`src/shared/pcsl_pkg.sv`:
```
package pcsl_pkg;
   // ****************************************
   // Clock and soft reset timing
   // ****************************************
   localparam int  CLK_HZ            = 10_000_000;
   localparam real SOFT_RESET_S      = 0.5;
   localparam int  SOFT_RESET_CYCLES = int'($floor(SOFT_RESET_S * CLK_HZ));

   // ****************************************
   // Register offsets (byte addresses)
   // ****************************************
   localparam logic [3:0] OFS_CTRL    = 4'h0;
   localparam logic [3:0] OFS_ADV     = 4'h4;
   localparam logic [3:0] OFS_SPECIAL = 4'h8;
   localparam logic [3:0] OFS_STRAPS  = 4'hC;

   // ****************************************
   // Field positions
   // ****************************************
   localparam int CTRL_SOFT_RESET = 15;
   localparam int CTRL_SPEED      = 13;
   localparam int CTRL_ANEG       = 12;
   localparam int CTRL_POWER_DOWN = 11;
   localparam int CTRL_ISOLATE    = 10;
   localparam int CTRL_DUPLEX     = 8;
   localparam int ADV_LSB         = 5;
   localparam int SPC_IFMODE      = 14;
   localparam int SPC_MODE_LSB    = 5;
   localparam int STS_BUSY        = 16;
   localparam int STS_POWER_DOWN  = 17;
   localparam int STS_RMII        = 8;
   localparam int STS_MODE_LSB    = 5;

   // ****************************************
   // Reset values and mode codes
   // ****************************************
   localparam logic [4:0] ADDR_RESET   = 5'h00;
   localparam logic [2:0] MODE_RESET   = 3'h0;
   localparam logic       DC_SPEED     = 1'b1;
   localparam logic       DC_DUPLEX    = 1'b0;
   localparam logic [3:0] CFG_10HD     = 4'h0;
   localparam logic [3:0] CFG_10FD     = 4'h1;
   localparam logic [3:0] CFG_100HD    = 4'h8;
   localparam logic [3:0] CFG_100FD    = 4'h9;
   localparam logic [3:0] CFG_AN100HD  = 4'hC;
   localparam logic [3:0] ADV_100HD    = 4'h4;
   localparam logic [3:0] ADV_ALL      = 4'hF;
   localparam logic [3:0] ADV_RESET    = 4'h0;

   typedef enum logic [2:0] {
      PCSL_M10HD, PCSL_M10FD, PCSL_M100HD, PCSL_M100FD,
      PCSL_MAN100HD, PCSL_MREPEATER, PCSL_MPOWERDOWN, PCSL_MALL
   } pcsl_mode_t;

   localparam logic [1:0] RESP_OKAY   = 2'b00;
   localparam logic [1:0] RESP_SLVERR = 2'b10;
endpackage

```
`src/shared/pcsl_timer_if.sv`:
```
`timescale 1ns/1ps
interface pcsl_timer_if;
   logic start;
   logic busy;
   logic done;
   modport ctl (output start, input busy, input done);
   modport tmr (input start, output busy, output done);
endinterface

```
`src/hw/pcsl_reset_timer.sv`:
```
`timescale 1ns/1ps
module pcsl_reset_timer #(
   parameter int CYCLES = pcsl_pkg::SOFT_RESET_CYCLES
) (
   // Clock and reset
   input wire logic         clk,
   input wire logic         srst,
   // Control side
   pcsl_timer_if.tmr        tif
);
   localparam int CW = $clog2(CYCLES + 1);

   typedef enum logic {PCSL_TIDLE, PCSL_TRUN} pcsl_tstate_t;

   pcsl_tstate_t   state_r;
   pcsl_tstate_t   state_nxt;
   logic [CW-1:0]  count_r;
   logic [CW-1:0]  count_nxt;
   logic           done_r;
   logic           done_nxt;

   always_comb begin
      state_nxt = state_r;
      count_nxt = count_r;
      done_nxt  = 1'b0;
      unique case (state_r)
         PCSL_TIDLE: begin
            if (tif.start) begin
               state_nxt = PCSL_TRUN;
               count_nxt = CW'(CYCLES - 1);
            end
         end
         PCSL_TRUN: begin
            // Ends no later than the longest allowed reset time
            if (count_r == '0) begin
               state_nxt = PCSL_TIDLE;
               done_nxt  = 1'b1;
            end else begin
               count_nxt = count_r - CW'(1);
            end
         end
      endcase
   end

   always_ff @(posedge clk) begin
      if (srst) begin
         state_r <= PCSL_TIDLE;
         count_r <= '0;
         done_r  <= 1'b0;
      end else begin
         state_r <= state_nxt;
         count_r <= count_nxt;
         done_r  <= done_nxt;
      end
   end

   assign tif.busy = (state_r == PCSL_TRUN);
   assign tif.done = done_r;
endmodule

```
`src/hw/pcsl_top.sv`:
```
`timescale 1ns/1ps
// Behaviour
// - Straps sampled at power-on reset and at pin reset, captured values kept
// - Three address straps stored at end of hardware reset, default zero
// - Management frames answered only when their address matches stored address
// - Stored management address seeds the transmit scrambler
// - Straps give 0..7; software may write address field, then it is used
// - Address bits 0,1,2 from rx-error, rx-clock and rxd3 pins
// - On pin reset release, mode strap loads speed, duplex, aneg, advertisement
// - Soft reset keeps current register bits except power-down, set if mode field is 110; mode strap not reapplied
// - Code 000 gives control 0000, advertisement untouched
// - Code 001 gives control 0001
// - Code 010 gives control 1000, carrier sense on transmit and receive
// - Code 011 gives control 1001, carrier sense on receive only
// - Code 100 gives control 1100, advertisement 0100, CRS on tx and rx
// - Code 101 repeater, control 1100, advertisement 0100, CRS on receive
// - Code 110 powers down until mode field rewritten and soft reset
// - Code 111 gives control X10X and advertisement 1111
// - Mode bits 0,1,2 from rxd0, rxd1 and collision pins
// - Reduced interface strap latched at reset release, low means full MII
// - Interface mode bit loaded from that strap and reports active mode
// - Soft reset bit self-clears within 0.5 s, retained bits keep values
module pcsl_top #(
   parameter int SOFT_RESET_CYCLES = pcsl_pkg::SOFT_RESET_CYCLES
) (
   // Clock, power-on reset and pin reset
   input  wire logic        clk,
   input  wire logic        srst,
   input  wire logic        pinResetLow,
   // Strap pins shared with receive outputs
   input  wire logic        rxErrPin,
   input  wire logic        rxClkPin,
   input  wire logic        rxd3Pin,
   input  wire logic        rxd0Pin,
   input  wire logic        rxd1Pin,
   input  wire logic        colPin,
   input  wire logic        reducedIfSelPin,
   // Management frame address check
   input  wire logic        frameValid,
   input  wire logic [4:0]  frameAddr,
   output logic             frameAccept,
   // Configuration of the 10/100 logic
   output logic             speed100,
   output logic             fullDuplex,
   output logic             anegEnable,
   output logic             isolate,
   output logic [3:0]       advAbility,
   output logic             powerDown,
   output logic             crsOnTransmit,
   output logic             repeaterMode,
   output logic             interfaceModeBit,
   output logic [4:0]       scramblerSeed,
   // AXI4-Lite slave
   input  wire logic [3:0]  s_axi_awaddr,
   input  wire logic        s_axi_awvalid,
   output logic             s_axi_awready,
   input  wire logic [31:0] s_axi_wdata,
   input  wire logic [3:0]  s_axi_wstrb,
   input  wire logic        s_axi_wvalid,
   output logic             s_axi_wready,
   output logic [1:0]       s_axi_bresp,
   output logic             s_axi_bvalid,
   input  wire logic        s_axi_bready,
   input  wire logic [3:0]  s_axi_araddr,
   input  wire logic        s_axi_arvalid,
   output logic             s_axi_arready,
   output logic [31:0]      s_axi_rdata,
   output logic [1:0]       s_axi_rresp,
   output logic             s_axi_rvalid,
   input  wire logic        s_axi_rready
);
   // ****************************************
   // Mode decode
   // ****************************************
   // Returns {control[13,12,10,8], advertisement[8:5], advertisement loaded}
   function automatic logic [8:0] decodeMode(input logic [2:0] code);
      logic [8:0] r;
      r = {pcsl_pkg::CFG_10HD, pcsl_pkg::ADV_RESET, 1'b0};
      unique case (pcsl_pkg::pcsl_mode_t'(code))
         pcsl_pkg::PCSL_M10HD:      r = {pcsl_pkg::CFG_10HD, pcsl_pkg::ADV_RESET, 1'b0};
         pcsl_pkg::PCSL_M10FD:      r = {pcsl_pkg::CFG_10FD, pcsl_pkg::ADV_RESET, 1'b0};
         pcsl_pkg::PCSL_M100HD:     r = {pcsl_pkg::CFG_100HD, pcsl_pkg::ADV_RESET, 1'b0};
         pcsl_pkg::PCSL_M100FD:     r = {pcsl_pkg::CFG_100FD, pcsl_pkg::ADV_RESET, 1'b0};
         pcsl_pkg::PCSL_MAN100HD:   r = {pcsl_pkg::CFG_AN100HD, pcsl_pkg::ADV_100HD, 1'b1};
         pcsl_pkg::PCSL_MREPEATER:  r = {pcsl_pkg::CFG_AN100HD, pcsl_pkg::ADV_100HD, 1'b1};
         pcsl_pkg::PCSL_MPOWERDOWN: r = {pcsl_pkg::CFG_10HD, pcsl_pkg::ADV_RESET, 1'b0};
         pcsl_pkg::PCSL_MALL:       r = {pcsl_pkg::DC_SPEED, 2'b10, pcsl_pkg::DC_DUPLEX,
                                         pcsl_pkg::ADV_ALL, 1'b1};
      endcase
      return r;
   endfunction

   // ****************************************
   // Pin synchronisers
   // ****************************************
   logic [7:0] syncA_r;
   logic [7:0] syncB_r;

   always_ff @(posedge clk) begin
      if (srst) begin
         syncA_r <= 8'h00;
         syncB_r <= 8'h00;
      end else begin
         syncA_r <= {pinResetLow, reducedIfSelPin, colPin, rxd1Pin, rxd0Pin, rxd3Pin, rxClkPin, rxErrPin};
         syncB_r <= syncA_r;
      end
   end

   logic       pinInReset;
   logic [2:0] addrStrap;
   logic [2:0] modeStrap;
   logic       rmiiStrap;
   logic       hwReset;
   assign pinInReset = !syncB_r[7];
   assign addrStrap  = syncB_r[2:0];
   assign modeStrap  = syncB_r[5:3];
   assign rmiiStrap  = syncB_r[6];
   assign hwReset    = pinInReset;

   // ****************************************
   // Soft reset timer
   // ****************************************
   pcsl_timer_if tif ();

   pcsl_reset_timer #(
      .CYCLES (SOFT_RESET_CYCLES)
   ) u_timer (
      .clk  (clk),
      .srst (srst),
      .tif  (tif)
   );

   // ****************************************
   // Registers and bus state
   // ****************************************
   logic        hwRstSeen_r,  hwRstSeen_nxt;
   logic [3:0]  ctrl_r,       ctrl_nxt;      // {speed, aneg, isolate, duplex}
   logic        pd_r,         pd_nxt;
   logic [3:0]  adv_r,        adv_nxt;
   logic [4:0]  addr_r,       addr_nxt;
   logic [2:0]  mode_r,       mode_nxt;
   logic        ifMode_r,     ifMode_nxt;
   logic [6:0]  strapLatch_r, strapLatch_nxt;
   logic        crsTx_r,      crsTx_nxt;
   logic        rep_r,        rep_nxt;
   logic        accept_r,     accept_nxt;
   logic        start_r,      start_nxt;
   logic        awHave_r,     awHave_nxt;
   logic        wHave_r,      wHave_nxt;
   logic [3:0]  awAddr_r,     awAddr_nxt;
   logic [31:0] wData_r,      wData_nxt;
   logic        wStrbOk_r,    wStrbOk_nxt;
   logic        awRdy_r,      awRdy_nxt;
   logic        wRdy_r,       wRdy_nxt;
   logic        bValid_r,     bValid_nxt;
   logic [1:0]  bResp_r,      bResp_nxt;
   logic        arRdy_r,      arRdy_nxt;
   logic        rValid_r,     rValid_nxt;
   logic [31:0] rData_r,      rData_nxt;
   logic [1:0]  rResp_r,      rResp_nxt;
   logic [8:0]  dec;
   logic        doWrite;
   logic        loadPulse;

   assign loadPulse = hwRstSeen_r && !hwReset;
   assign dec       = decodeMode(modeStrap);
   assign doWrite   = awHave_r && wHave_r && !bValid_r;

   function automatic logic [31:0] readReg(input logic [3:0] a, input logic [3:0] c, input logic p,
                                           input logic [3:0] ad, input logic [4:0] ma, input logic [2:0] md,
                                           input logic im, input logic [6:0] sl, input logic bz);
      logic [31:0] v;
      v = 32'h0000_0000;
      unique case (a)
         pcsl_pkg::OFS_CTRL: begin
            v[pcsl_pkg::CTRL_SOFT_RESET] = bz;
            v[pcsl_pkg::CTRL_SPEED]      = c[3];
            v[pcsl_pkg::CTRL_ANEG]       = c[2];
            v[pcsl_pkg::CTRL_POWER_DOWN] = p;
            v[pcsl_pkg::CTRL_ISOLATE]    = c[1];
            v[pcsl_pkg::CTRL_DUPLEX]     = c[0];
         end
         pcsl_pkg::OFS_ADV:     v[pcsl_pkg::ADV_LSB +: 4] = ad;
         pcsl_pkg::OFS_SPECIAL: begin
            v[pcsl_pkg::SPC_IFMODE]         = im;
            v[pcsl_pkg::SPC_MODE_LSB +: 3]  = md;
            v[4:0]                          = ma;
         end
         pcsl_pkg::OFS_STRAPS: begin
            v[pcsl_pkg::STS_POWER_DOWN]     = p;
            v[pcsl_pkg::STS_BUSY]           = bz;
            v[pcsl_pkg::STS_RMII]           = sl[6];
            v[pcsl_pkg::STS_MODE_LSB +: 3]  = sl[5:3];
            v[2:0]                          = sl[2:0];
         end
         default: v = 32'h0000_0000;
      endcase
      return v;
   endfunction

   function automatic logic mapped(input logic [3:0] a);
      return a == pcsl_pkg::OFS_CTRL || a == pcsl_pkg::OFS_ADV ||
             a == pcsl_pkg::OFS_SPECIAL || a == pcsl_pkg::OFS_STRAPS;
   endfunction

   always_comb begin
      hwRstSeen_nxt  = hwReset;
      ctrl_nxt       = ctrl_r;
      pd_nxt         = pd_r;
      adv_nxt        = adv_r;
      addr_nxt       = addr_r;
      mode_nxt       = mode_r;
      ifMode_nxt     = ifMode_r;
      strapLatch_nxt = strapLatch_r;
      crsTx_nxt      = crsTx_r;
      rep_nxt        = rep_r;
      start_nxt      = 1'b0;
      accept_nxt     = frameValid && (frameAddr == addr_r);
      awHave_nxt     = awHave_r;
      wHave_nxt      = wHave_r;
      awAddr_nxt     = awAddr_r;
      wData_nxt      = wData_r;
      wStrbOk_nxt    = wStrbOk_r;
      bValid_nxt     = bValid_r && !s_axi_bready;
      bResp_nxt      = bResp_r;
      rValid_nxt     = rValid_r && !s_axi_rready;
      rData_nxt      = rData_r;
      rResp_nxt      = rResp_r;
      if (s_axi_awvalid && awRdy_r) begin
         awHave_nxt = 1'b1;
         awAddr_nxt = s_axi_awaddr;
      end
      if (s_axi_wvalid && wRdy_r) begin
         wHave_nxt = 1'b1;
         wData_nxt = s_axi_wdata;
         // Strobes only mean something while wvalid stands
         wStrbOk_nxt = (s_axi_wstrb[1:0] == 2'b11);
      end
      if (doWrite) begin
         awHave_nxt = 1'b0;
         wHave_nxt  = 1'b0;
         bValid_nxt = 1'b1;
         bResp_nxt  = mapped(awAddr_r) ? pcsl_pkg::RESP_OKAY : pcsl_pkg::RESP_SLVERR;
         // Writes during a soft reset are dropped but still answered
         if (!tif.busy && wStrbOk_r) begin
            if (awAddr_r == pcsl_pkg::OFS_CTRL) begin
               ctrl_nxt = {wData_r[pcsl_pkg::CTRL_SPEED], wData_r[pcsl_pkg::CTRL_ANEG],
                           wData_r[pcsl_pkg::CTRL_ISOLATE], wData_r[pcsl_pkg::CTRL_DUPLEX]};
               pd_nxt   = wData_r[pcsl_pkg::CTRL_POWER_DOWN];
               start_nxt = wData_r[pcsl_pkg::CTRL_SOFT_RESET];
            end
            if (awAddr_r == pcsl_pkg::OFS_ADV) begin
               adv_nxt = wData_r[pcsl_pkg::ADV_LSB +: 4];
            end
            if (awAddr_r == pcsl_pkg::OFS_SPECIAL) begin
               addr_nxt = wData_r[4:0];
               mode_nxt = wData_r[pcsl_pkg::SPC_MODE_LSB +: 3];
            end
         end
      end
      if (s_axi_arvalid && arRdy_r) begin
         rValid_nxt = 1'b1;
         rResp_nxt  = mapped(s_axi_araddr) ? pcsl_pkg::RESP_OKAY : pcsl_pkg::RESP_SLVERR;
         rData_nxt  = readReg(s_axi_araddr, ctrl_r, pd_r, adv_r, addr_r, mode_r, ifMode_r, strapLatch_r,
                              tif.busy || start_r);
      end
      // Register bits are the only source at soft reset completion
      if (tif.done) begin
         pd_nxt    = (mode_r == 3'(pcsl_pkg::PCSL_MPOWERDOWN));
         crsTx_nxt = !ctrl_r[0] && (mode_r != 3'(pcsl_pkg::PCSL_MREPEATER));
         rep_nxt   = (mode_r == 3'(pcsl_pkg::PCSL_MREPEATER));
      end
      if (hwReset) begin
         ctrl_nxt  = pcsl_pkg::CFG_10HD;
         pd_nxt    = 1'b0;
         adv_nxt   = pcsl_pkg::ADV_RESET;
         addr_nxt  = pcsl_pkg::ADDR_RESET;
         mode_nxt  = pcsl_pkg::MODE_RESET;
         start_nxt = 1'b0;
      end else if (loadPulse) begin
         strapLatch_nxt = {rmiiStrap, modeStrap, addrStrap};
         addr_nxt       = {2'b00, addrStrap};
         mode_nxt       = modeStrap;
         ctrl_nxt       = dec[8:5];
         if (dec[0]) begin
            adv_nxt = dec[4:1];
         end
         pd_nxt     = (modeStrap == 3'(pcsl_pkg::PCSL_MPOWERDOWN));
         crsTx_nxt  = !dec[5] && (modeStrap != 3'(pcsl_pkg::PCSL_MREPEATER));
         rep_nxt    = (modeStrap == 3'(pcsl_pkg::PCSL_MREPEATER));
         ifMode_nxt = rmiiStrap;
      end
      awRdy_nxt = !awHave_nxt;
      wRdy_nxt  = !wHave_nxt;
      arRdy_nxt = !rValid_nxt;
   end

   always_ff @(posedge clk) begin
      if (srst) begin
         hwRstSeen_r  <= 1'b1;
         ctrl_r       <= pcsl_pkg::CFG_10HD;
         pd_r         <= 1'b0;
         adv_r        <= pcsl_pkg::ADV_RESET;
         addr_r       <= pcsl_pkg::ADDR_RESET;
         mode_r       <= pcsl_pkg::MODE_RESET;
         ifMode_r     <= 1'b0;
         strapLatch_r <= 7'h00;
         crsTx_r      <= 1'b1;
         rep_r        <= 1'b0;
         accept_r     <= 1'b0;
         start_r      <= 1'b0;
         awHave_r     <= 1'b0;
         wHave_r      <= 1'b0;
         awAddr_r     <= 4'h0;
         wData_r      <= 32'h0000_0000;
         wStrbOk_r    <= 1'b0;
         awRdy_r      <= 1'b0;
         wRdy_r       <= 1'b0;
         bValid_r     <= 1'b0;
         bResp_r      <= pcsl_pkg::RESP_OKAY;
         arRdy_r      <= 1'b0;
         rValid_r     <= 1'b0;
         rData_r      <= 32'h0000_0000;
         rResp_r      <= pcsl_pkg::RESP_OKAY;
      end else begin
         hwRstSeen_r  <= hwRstSeen_nxt;
         ctrl_r       <= ctrl_nxt;
         pd_r         <= pd_nxt;
         adv_r        <= adv_nxt;
         addr_r       <= addr_nxt;
         mode_r       <= mode_nxt;
         ifMode_r     <= ifMode_nxt;
         strapLatch_r <= strapLatch_nxt;
         crsTx_r      <= crsTx_nxt;
         rep_r        <= rep_nxt;
         accept_r     <= accept_nxt;
         start_r      <= start_nxt;
         awHave_r     <= awHave_nxt;
         wHave_r      <= wHave_nxt;
         awAddr_r     <= awAddr_nxt;
         wData_r      <= wData_nxt;
         wStrbOk_r    <= wStrbOk_nxt;
         awRdy_r      <= awRdy_nxt;
         wRdy_r       <= wRdy_nxt;
         bValid_r     <= bValid_nxt;
         bResp_r      <= bResp_nxt;
         arRdy_r      <= arRdy_nxt;
         rValid_r     <= rValid_nxt;
         rData_r      <= rData_nxt;
         rResp_r      <= rResp_nxt;
      end
   end

   assign tif.start        = start_r;
   assign frameAccept      = accept_r;
   assign speed100         = ctrl_r[3];
   assign anegEnable       = ctrl_r[2];
   assign isolate          = ctrl_r[1];
   assign fullDuplex       = ctrl_r[0];
   assign advAbility       = adv_r;
   assign powerDown        = pd_r;
   assign crsOnTransmit    = crsTx_r;
   assign repeaterMode     = rep_r;
   assign interfaceModeBit = ifMode_r;
   assign scramblerSeed    = addr_r;
   assign s_axi_awready    = awRdy_r;
   assign s_axi_wready     = wRdy_r;
   assign s_axi_bvalid     = bValid_r;
   assign s_axi_bresp      = bResp_r;
   assign s_axi_arready    = arRdy_r;
   assign s_axi_rvalid     = rValid_r;
   assign s_axi_rdata      = rData_r;
   assign s_axi_rresp      = rResp_r;
endmodule

```
`config.mk`:
```
export PLATFORM = sky130hd
export DESIGN_NAME = pcsl_top
export DESIGN_NICKNAME = d
export VERILOG_FILES = /design/src/shared/pcsl_pkg.sv /design/src/shared/pcsl_timer_if.sv /design/src/hw/pcsl_reset_timer.sv /design/src/hw/pcsl_top.sv
export SDC_FILE = /design/constraint.sdc
export NUM_CORES = 1
export LEC_CHECK = 0
export BUFFER_PORTS_ARGS = -buffer_cell sky130_fd_sc_hd__buf_4
export CAP_MARGIN = 10
export CORE_MARGIN = 2
export CORE_UTILIZATION = 48
export DETAILED_ROUTE_END_ITERATION = 12
export GPL_ROUTABILITY_DRIVEN = 0
export PLACE_DENSITY = 0.86
export SYNTH_ARGS = -nofsm -noshare
export SYNTH_HDL_FRONTEND = slang
export SYNTH_SLANG_ARGS = --single-unit
```
`constraint.sdc`:
```
create_clock -name clk -period 2 [get_ports clk]
set_clock_uncertainty 0.15 [all_clocks]
set_input_delay 0.3 -clock clk [delete_from_list [all_inputs] [get_ports clk]]
set_output_delay 0.3 -clock clk [all_outputs]
set_load 0.02 [all_outputs]
```
==> results of run 1 <==
final cells by class:
| type | instances | area share |
|---|---|---|
| clock buffer | 18 | 0.06312 |
| multi-input combinational | 393 | 0.3525 |
| sequential | 119 | 0.3514 |
| inverter | 10 | 0.005537 |
| tap | 133 | 0.02455 |
| timing repair buffer | 154 | 0.1851 |
| antenna | 1 | 0.0003691 |
| clock inverter | 14 | 0.01735 |
repair_timing:
item                                    4_1_cts  5_1_grt
cloned                                        0        0
pin swaps                                     0        6
hold endpoints to repair                     37        0
buffers inserted                              0        3
resized for setup                             2       16
endpoints found under the setup margin        9       24
hold buffers                                 38        0
worst max-delay path by stage:
stage	from	to	slack [ns]	cells after the start
after floorplan	u_timer.count_r[0]$_SDFFE_PP0P_	u_timer.count_r[3]$_SDFFE_PP0P_	0.13	8
after global placement	wHave_r$_SDFF_PP0_	scramblerSeed[0]$_SDFFE_PP0P_	0.11	5
after detailed placement	u_timer.tif.busy$_SDFF_PP0_	u_timer.count_r[9]$_SDFFE_PP0P_	-0.07	6
after CTS	awHave_r$_SDFF_PP0_	mode_r[2]$_SDFFE_PP0P_	0.003	5
after global routing	u_timer.count_r[0]$_SDFFE_PP0P_	u_timer.count_r[17]$_SDFFE_PP0P_	-0.09	8
final	u_timer.count_r[1]$_SDFFE_PP0P_	u_timer.count_r[17]$_SDFFE_PP0P_	-0.05	8
layout by cell type (no fill, tap or decap), types with 3 or more instances in the layout:
master / synthesis / routed
clkbuf_16: 0 / 16
clkinv_4: 0 / 5
nor3_1: 13 / 13
o21ai_1: 4 / 3
nand4b_1: 3 / 3
nor4_1: 5 / 4
nand4_1: 6 / 6
nor2b_1: 19 / 19
nor4_2: 4 / 4
nand3_1: 11 / 11
xnor2_1: 10 / 10
nand2_1: 61 / 60
and3_1: 7 / 6
o21ai_0: 15 / 15
a21oi_1: 57 / 57
nand3b_1: 3 / 3
clkinvlp_4: 0 / 4
a211oi_1: 5 / 5
a22oi_1: 15 / 15
dlygate4sd3_1: 0 / 38
mux2i_1: 19 / 19
a311oi_1: 8 / 5
inv_6: 0 / 5
dfxtp_1: 119 / 119
nor2_1: 58 / 58
buf_4: 18 / 115
mux2_2: 4 / 4
inv_1: 10 / 10
conb_1: 1 / 17
a311oi_2: 0 / 3
nand2b_1: 8 / 8
a22o_1: 3 / 3
xor2_1: 3 / 3
state kept, by name, indices dropped and copies added, names as in the netlist, 3 cells and up:
| signal | cells |
|---|---|
| u_timer.count_r | 23 |
| wData_r | 14 |
| strapLatch_r | 6 |
| awAddr_r | 4 |
| scramblerSeed | 5 |
| ctrl_r | 4 |
| syncB_r | 8 |
| mode_r | 3 |
| dec | 4 |
| s_axi_rdata | 17 |
| advAbility | 4 |
| syncA_r | 8 |
metrics by stage:
stage	hold slack, ns	utilization	setup TNS (ns)	area (um2)
after floorplan	0.2553	-	0	4987
after global placement	0.2707	0.5827	0	5748
after detailed placement	0.2727	0.5827	-0.2273	5748
after CTS	0.04805	0.6774	0	6683
after global routing	0.09802	0.6870	-0.2031	6777
final	0.07137	0.6872	-0.05444	6779
worst min-delay path, delay by kind of cell:
family                 cells  cell delay (ns)
buffers and inverters      1             0.11
AND/OR/NAND/NOR            2             0.22
AO/OA/AOI/OAI              1             0.06
cells by family after synthesis:
family	after synthesis	synth area share
and+or+nand+nor	221	0.2351
buffers and inverters	57	0.05917
DFF	119	0.4835
xor gates and xnor gates	13	0.02311
adders and majority gates	1	0.002539
other	1	0.0007611
AOI/OAI and AO/OA	118	0.1480
muxes	23	0.04774
power groups by stage:
stage | clock network (mW) | logic [mW] | registers [mW]
after detailed placement | 0 | 0.306 | 2.52
after global placement | 0 | 0.297 | 2.51
after global routing | 2.88 | 0.404 | 2.47
after CTS | 2.76 | 0.365 | 2.47
after floorplan | 0 | 0.193 | 2.52
final | 2.75 | 0.371 | 2.47
metal layers:
metal,GRT usage,vias up
li1,-,2189
met1,0.2786,2184
met2,0.4023,243
met3,0.05937,48
met4,0.1267,0
met5,0,-
==> impl_metrics.csv, run 1 <==
group,metric,value,unit
setup_path,rr_worst_depth,8,
routing,vias,4664,
routing,routed_wl,13640,um
die,rows,36,
setup_path,r2r_end,"u_timer.count_r[17]$_SDFFE_PP0P_",
timing,slew_viol_final,0,
logic_synthesis,netlist_area,0.004927,mm2
setup_path,path_delay_family,"simple AND/OR/NAND/NOR gates",
status,status,"finished with violations",
timing,slew_headroom,0.6336,
logic_synthesis,syn-instance-count,553,
layout,seqCellArea,0.002382,mm2
layout,instances_no_fill,842,
pwr,pwr-share-clk,0.492,
global_routing,track_usage,0.2387,
die,initial_core_util,0.4995,
setup_path,cpMaxStageDelayCell,"dfxtp_1",
logic_synthesis,yosysTopAreaCellShare,0.4835,
routing,wl_met2,6783,um
hold_path,hp-class,"in2reg",
routing,vias_per_cell,5.539,
setup_path,path_max_fanout,9,
logic_synthesis,yosysSeqAreaShare,0.4835,
pwr,finalPower,5.586,mW
timing,worst_slew_pin_slew,0.5482,ns
global_routing,grt_max_degree,45,
pwr,p_comb_frac,0.066,
logic_synthesis,synth_flop_cell,"dfxtp_1",
placed_design,dp.cells,768,
setup_path,cp.required,2.30,ns
pwr,peakVddDrop,0.0005284,V
logic_synthesis,synthMostInstantiatedCell,"dfxtp_1",
die,io_pins,124,
logic_synthesis,synth_area_leaders,"dfxtp_1 (48%), a21oi_1 (5.8%), nand2_1 (4.6%)",
hold_path,min_path_cells,4,
routing,drtAntennaViolNets,0,
logic_synthesis,ys_seq_elements,119,
logic_synthesis,ys_warn_count,0,
pwr,p_int,4.182,mW
setup_path,cp-start-kind,"register",
layout,nNetsFinal,761,
pwr,sw_frac_of_total,0.2515,
routing,drt_iter0_drc,393,
setup_path,r2r_slack,-0.05,ns
logic_synthesis,synth_top_cell_by_area,"dfxtp_1",
cts,htreeDepth,4,
status,violations,"setup timing",
hold_path,worstHoldStart,"s_axi_awvalid",
global_routing,grt_pass1_wl,21290,um
layout,multiInputGateArea,0.002390,mm2
logic_synthesis,netlist_top_cells_count,"dfxtp_1 (119), nand2_1 (61), nor2_1 (58)",
logic_synthesis,synthArstFlopShare,0,
layout,fill_cells,680,
routing,highest_layer,"met4",
cts,cts_tree,"built",
placed_design,pre_cts_ws,-0.06511,ns
timing,min_period,2.054,ns
die,dieArea,0.01109,mm2
die,die_h,105.3,um
timing,rsz0062_at_grt,"yes",
cts,clock-root-buffer,"clkbuf_8",
routing,wl_met1,5501,um
pwr,powerDensity,824.1,mW/mm2
routing,avgRoutedWirePerCell,16.20,um
logic_synthesis,synth_edf_count,0,
global_routing,gr-total-overflow,0,
cts,clock-sinks,119,
pwr,p_switching,1.405,mW
pwr,seqPwrFrac,0.442,
setup_path,critPathCaptureType,"register",
routing,drc_errors,0,
cts,cts_made_buffers,17,
cts,insertion_delay,0.52,ns
die,core_area,0.009864,mm2
cts,clk_pin_slew,0.06,ns
setup_path,cp_num_buf_inv,2,
cts,cts_buffer_depth,2,
timing,fmax,486.8,MHz
die,die_width,105.3,um
routing,drtPass1Iterations,7,
placed_design,dp_hpwl,9022,um
setup_path,critPathKind,"reg2reg",
logic_synthesis,synth.distinct_cells,57,
setup_path,crit_chain,"inv_1 -> ha_2 -> nor3b_4 -> and4_4 -> a21oi_2 -> buf_6 -> a311oi_2 -> a41o_1",
timing,hold_viol,0,
global_routing,antenna_found_initial,0,
setup_path,critical_path.max_stage_delay,0.32,ns
layout,synthToLayoutAreaGrowth,37.58,%
placed_design,io_buffers,86,
pwr,leakagePower,2.812,nW
timing,setup_violations,1,
global_routing,grt_pass1_vias,4426,
layout,drive_gt1_frac,0.2542,
hold_path,worstHoldEndpoint,"awAddr_r[2]$_SDFFE_PP0P_",
job,cap_viol_max_count,0,
routing,route.met3.wl,881,um
logic_synthesis,avgSynthCellArea,8.910,um2
setup_path,r2r_start,"u_timer.count_r[1]$_SDFFE_PP0P_",
timing,period_share,1.027,
timing,worst_slack,-0.05444,ns
setup_path,critPathArrivalTime,2.36,ns
(Power assumes the default switching activity.)
==> run 2: changes to the inputs <==
--- a/config.mk
+++ b/config.mk
@@ -11,7 +11,7 @@
 export CORE_UTILIZATION = 48
 export DETAILED_ROUTE_END_ITERATION = 12
 export GPL_ROUTABILITY_DRIVEN = 0
-export PLACE_DENSITY = 0.86
+export PLACE_DENSITY = 0.85
 export SYNTH_ARGS = -nofsm -noshare
 export SYNTH_HDL_FRONTEND = slang
 export SYNTH_SLANG_ARGS = --single-unit
==> run 2 against run 1 <==
The flow now finishes without violations. Cell count shrank 0.36%. Register-to-register slack gained 0.08 ns. Hold slack better by 0.0055 ns. Core utilization increased by 0.27 points. Setup slack better by 0.076 ns. Fmax is 3.9% higher. Sequential share of layout area fell by 0.14 points. Power is 6.7% higher. Largest cell class is now sequential cells.
==> impl_metrics.csv, run 2 (synthesis results as in run 1) <==
group,metric,value,unit
die,core_area,0.009864,mm2
global_routing,antenna_found_initial,0,
routing,avgRoutedWirePerCell,15.77,um
layout,regMostFlops,"u_timer.count_r",
timing,slew_viol_final,0,
layout,synthToLayoutAreaGrowth,38.12,%
die,rows,36,
die,die_h,105.3,um
pwr,p_int,4.657,mW
cts,cts_tree,"built",
timing,fmax,505.5,MHz
cts,cts_made_buffers,17,
pwr,powerDensity,875.7,mW/mm2
pwr,seqPwrFrac,0.414,
setup_path,rr_worst_depth,8,
setup_path,critPathArrivalTime,2.21,ns
cts,cts_buffer_depth,2,
hold_path,hp-class,"in2reg",
die,dieArea,0.01109,mm2
timing,whs,0.07687,ns
job,cap_viol_max_count,0,
placed_design,io_buffers,86,
timing,worst_slack,0.02192,ns
global_routing,track_usage,0.2390,
global_routing,grt_pass1_vias,4388,
routing,vias_per_cell,5.502,
pwr,p_comb_frac,0.062,
cts,clock-root-buffer,"clkbuf_8",
timing,slew_headroom,0.6632,
pwr,pwr-share-clk,0.524,
setup_path,critical_path.max_stage_delay,0.37,ns
timing,period_share,0.9890,
layout,n_antenna_cell,0,
die,die_width,105.3,um
layout,final_common_cell,"dfxtp_1",
cts,insertion_delay,0.52,ns
setup_path,crit_chain,"inv_1 -> ha_1 -> nor3b_4 -> buf_4 -> nand4_4 -> nor4_2 -> xnor2_1 -> a21oi_1",
routing,drtAntennaViolNets,0,
routing,drc_errors,0,
layout,drive_gt1_frac,0.2394,
setup_path,cp.required,2.24,ns
timing,setup_violations,0,
timing,rsz0062_at_grt,"yes",
global_routing,gr-total-overflow,0,
placed_design,dp_hpwl,8796,um
setup_path,cpMaxStageDelayCell,"nor4_2",
routing,routed_wl,13230,um
layout,nNetsFinal,760,
die,initial_core_util,0.4995,
setup_path,critPathKind,"reg2reg",
setup_path,path_max_fanout,6,
global_routing,grt_max_degree,48,
setup_path,cp-start-kind,"register",
routing,drtPass1Iterations,8,
die,io_pins,124,
timing,min_period,1.978,ns
placed_design,pre_cts_ws,0.006180,ns
pwr,leakagePower,2.838,nW
routing,vias,4616,
layout,layout_common_cells,"dfxtp_1 (119), buf_4 (114), nand2_1 (60)",
pwr,sw_frac_of_total,0.2186,
hold_path,min_path_cells,3,
setup_path,critPathCaptureType,"register",
cts,clk_pin_slew,0.06,ns
pwr,p_switching,1.303,mW
layout,largest_register_ffs,23,
timing,hold_viol,0,
timing,worst_slew_pin_slew,0.5040,ns
routing,drt_iter0_drc,355,
status,status,"finished clean",
cts,clock-sinks,119,
global_routing,grt_pass1_wl,21080,um
pwr,peakVddDrop,0.0004517,V
cts,htreeDepth,4,
-- run 2: metrics by stage --
step	utilization	setup TNS [ns]	total power, mW	cell area [um2]	std cells
final	0.6899	0	5.959	6805	839
after global routing	0.6899	-0.4814	6.109	6805	839
after CTS	0.6840	-0.001723	5.961	6748	838
after detailed placement	0.5827	0	2.823	5748	768
after global placement	0.5827	0	2.813	5748	768
after floorplan	-	0	2.713	4987	569
-- run 2: routing by layer --
metal / up-vias / global-route usage / wire (um)
met1: 2173 / 0.2888 / 5479
met2: 202 / 0.3889 / 6411
met4: 0 / 0.1238 / 498
met5: - / 0 / 0
met3: 44 / 0.06432 / 839
li1: 2197 / - / -
-- run 2: what timing repair did --
item                       CTS  global route
setup endpoints to repair    5            28
resized for setup            1             9
hold endpoints to repair    34             0
pin swaps                    0             3
hold buffers                38             0
setup buffers                1             1
-- run 2: power by group through the flow --
stage          clock network [mW]  logic [mW]  registers, mW
3_5_place_dp                    0       0.307           2.52
5_1_grt                      3.23       0.402           2.47
3_3_place_gp                    0       0.300           2.51
4_1_cts                      3.13       0.365           2.47
6_report                     3.12       0.369           2.47
2_1_floorplan                   0       0.193           2.52
-- run 2: worst paths after layout --
| check | startpoint | endpoint | slack [ns] |
|---|---|---|---|
| min | s_axi_araddr[0] | s_axi_rresp[1]$_SDFFE_PP0P_ | 0.08 |
| min reg2reg | syncA_r[7]$_SDFF_PP0_ | syncB_r[7]$_SDFF_PP0_ | 0.29 |
| max | u_timer.count_r[1]$_SDFFE_PP0P_ | u_timer.count_r[18]$_SDFFE_PP0P_ | 0.02 |
| max reg2reg | u_timer.count_r[1]$_SDFFE_PP0P_ | u_timer.count_r[18]$_SDFFE_PP0P_ | 0.02 |
-- run 2: area by class of cell --
type,instances,area [um2]
sequential,119,2382
clock inverter,11,173.9
fill,685,3059
clock buffer,20,435.4
inverter,10,37.54
timing repair buffer,153,1247
multi-input combinational,393,2362
tap,133,166.4
-- run 2: critical path: cells and delay by family (launching register included) --
family / cells / cell delay [ns]
buffers and inverters: 2 / 0.23
adders and majority gates: 1 / 0.20
and+or+nand+nor: 3 / 0.72
DFF: 1 / 0.31
AOI/OAI and AO/OA: 1 / 0.08
xor gates and xnor gates: 1 / 0.15
==> run 3: changes to the inputs <==
--- a/config.mk
+++ b/config.mk
@@ -7,6 +7,7 @@
 export LEC_CHECK = 0
 export BUFFER_PORTS_ARGS = -buffer_cell sky130_fd_sc_hd__buf_4
 export CAP_MARGIN = 10
+export CORE_ASPECT_RATIO = 0.7
 export CORE_MARGIN = 2
 export CORE_UTILIZATION = 48
 export DETAILED_ROUTE_END_ITERATION = 12
==> run 3 against run 2 <==
The flow now finishes with violations (setup timing). Cell count down 1.8%. Critical path depth down 2. Sequential share of layout area up 0.36 points. Largest cell class is now multi-input combinational cells.
==> impl_metrics.csv, run 3 (synthesis results as in run 1) <==
group,metric,value,unit
setup_path,cp-start-kind,"register",
setup_path,critPathCaptureType,"register",
layout,seqCellArea,0.002382,mm2
pwr,seqPwrFrac,0.412,
placed_design,dp.cells,762,
pwr,p_switching,1.330,mW
die,die_width,125.1,um
status,violations,"setup timing",
routing,vias,4613,
timing,fin_tns_setup,-0.009736,ns
cts,cts_tree,"built",
layout,multiInputGateArea,0.002410,mm2
setup_path,critical_path.max_stage_delay,0.36,ns
pwr,p_comb_frac,0.059,
setup_path,r2r_slack,-0.01,ns
setup_path,rr_worst_depth,6,
setup_path,critPathArrivalTime,2.20,ns
routing,routed_wl,13750,um
timing,worst_slack,-0.009736,ns
pwr,sw_frac_of_total,0.2217,
placed_design,pre_cts_ws,-0.02201,ns
cts,cts_made_buffers,17,
setup_path,path_max_fanout,5,
placed_design,io_buffers,86,
layout,nNetsFinal,749,
setup_path,crit_chain,"buf_4 -> nor4_2 -> and4_1 -> nand3_2 -> or3_1 -> a21oi_1",
die,initial_core_util,0.5010,
status,status,"finished with violations",
setup_path,cp.required,2.19,ns
global_routing,grt_pass1_wl,21180,um
die,rows,30,
setup_path,cpMaxStageDelayCell,"or3_1",
timing,hold_viol,0,
timing,setup_violations,1,
pwr,powerDensity,890.7,mW/mm2
layout,layout_common_cells,"dfxtp_1 (119), buf_4 (115), nand2_1 (60)",
setup_path,critPathKind,"reg2reg",
layout,drive_gt1_frac,0.2486,
global_routing,antenna_found_initial,0,
layout,finish.utilization,0.6850,
layout,n_antenna_cell,0,
layout,regMostFlops,"u_timer.count_r",
timing,slew_headroom,0.5776,
timing,fmax,497.6,MHz
timing,min_period,2.010,ns
routing,drc_errors,0,
die,dieArea,0.01110,mm2
global_routing,track_usage,0.2449,
hold_path,min_path_cells,2,
cts,htreeDepth,4,
pwr,p_int,4.670,mW
pwr,finalPower,6.000,mW
routing,drtPass1Iterations,5,
layout,final_common_cell,"dfxtp_1",
cts,insertion_delay,0.41,ns
global_routing,grt_pass1_vias,4336,
layout,instances_no_fill,824,
layout,synthToLayoutAreaGrowth,36.72,%
placed_design,dp_hpwl,9219,um
layout,fill_cells,739,
timing,period_share,1.005,
cts,cts_buffer_depth,2,
hold_path,hp-class,"in2reg",
job,cap_viol_max_count,0,
pwr,peakVddDrop,0.0007691,V
cts,clock-root-buffer,"clkbuf_16",
global_routing,gr-total-overflow,0,
routing,drt_iter0_drc,440,
global_routing,grt_max_degree,51,
routing,avgRoutedWirePerCell,16.69,um
die,core_area,0.009834,mm2
timing,worst_slew_pin_slew,0.6321,ns
die,die_h,88.77,um
die,io_pins,124,
routing,vias_per_cell,5.598,
timing,slew_viol_final,0,
routing,drtAntennaViolNets,0,
pwr,leakagePower,2.805,nW
pwr,pwr-share-clk,0.529,
layout,largest_register_ffs,23,
cts,clock-sinks,119,
cts,clk_pin_slew,0.05,ns
timing,rsz0062_at_grt,"yes",
==> run 3: power groups by stage <==
stage                     Sequential [mW]  Combinational [mW]  Clock [mW]
after global placement               2.52               0.296           0
final                                2.47               0.354        3.18
after floorplan                      2.52               0.193           0
after CTS                            2.47               0.349        3.19
after global routing                 2.47               0.386        3.31
after detailed placement             2.52               0.306           0
==> run 3: stage by stage <==
step                      cell area (um2)  hold WS (ns)
after floorplan                      4987        0.2553
after global placement               5734        0.2738
after detailed placement             5734        0.2800
after CTS                            6621      0.007349
after global routing                 6736      0.007590
final                                6736       0.02330
==> run 3: worst paths after layout <==
path | start | to
min reg2reg | syncA_r[7]$_SDFF_PP0_ | syncB_r[7]$_SDFF_PP0_
min | frameValid | frameAccept$_SDFF_PP0_
max | u_timer.count_r[6]$_SDFFE_PP0P_ | u_timer.count_r[21]$_SDFFE_PP0P_
max reg2reg | u_timer.count_r[6]$_SDFFE_PP0P_ | u_timer.count_r[21]$_SDFFE_PP0P_
==> run 3: area by class of cell <==
| type | count | area share |
|---|---|---|
| sequential | 119 | 0.3536 |
| inverter | 10 | 0.005572 |
| multi-input combinational | 393 | 0.3577 |
| timing repair buffer | 142 | 0.1685 |
| tap | 128 | 0.02377 |
| clock buffer | 20 | 0.06482 |
| clock inverter | 12 | 0.02600 |
==> run 3: critical path: cells and delay by family, from the launching register on <==
family                 cells  cell delay, ns
and+or+nand+nor            4            1.12
DFF                        1            0.33
AOI/OAI and AO/OA          1            0.16
buffers and inverters      1            0.16
==> run 3: repair_timing <==
action | CTS | global route
setup endpoints to repair | 6 | 12
setup buffers | 0 | 4
resized for setup | 3 | 14
hold endpoints to repair | 28 | 0
hold buffers | 26 | 0
pin swaps | 0 | 5
==> run 3: per-layer routing <==
layer | routed length [um] | vias to the layer above | track usage
met3 | 1042 | 20 | 0.08646
met2 | 6393 | 235 | 0.3878
met5 | 0 | - | 0
met4 | 160 | 0 | 0.09091
met1 | 6156 | 2185 | 0.3137
li1 | - | 2173 | -
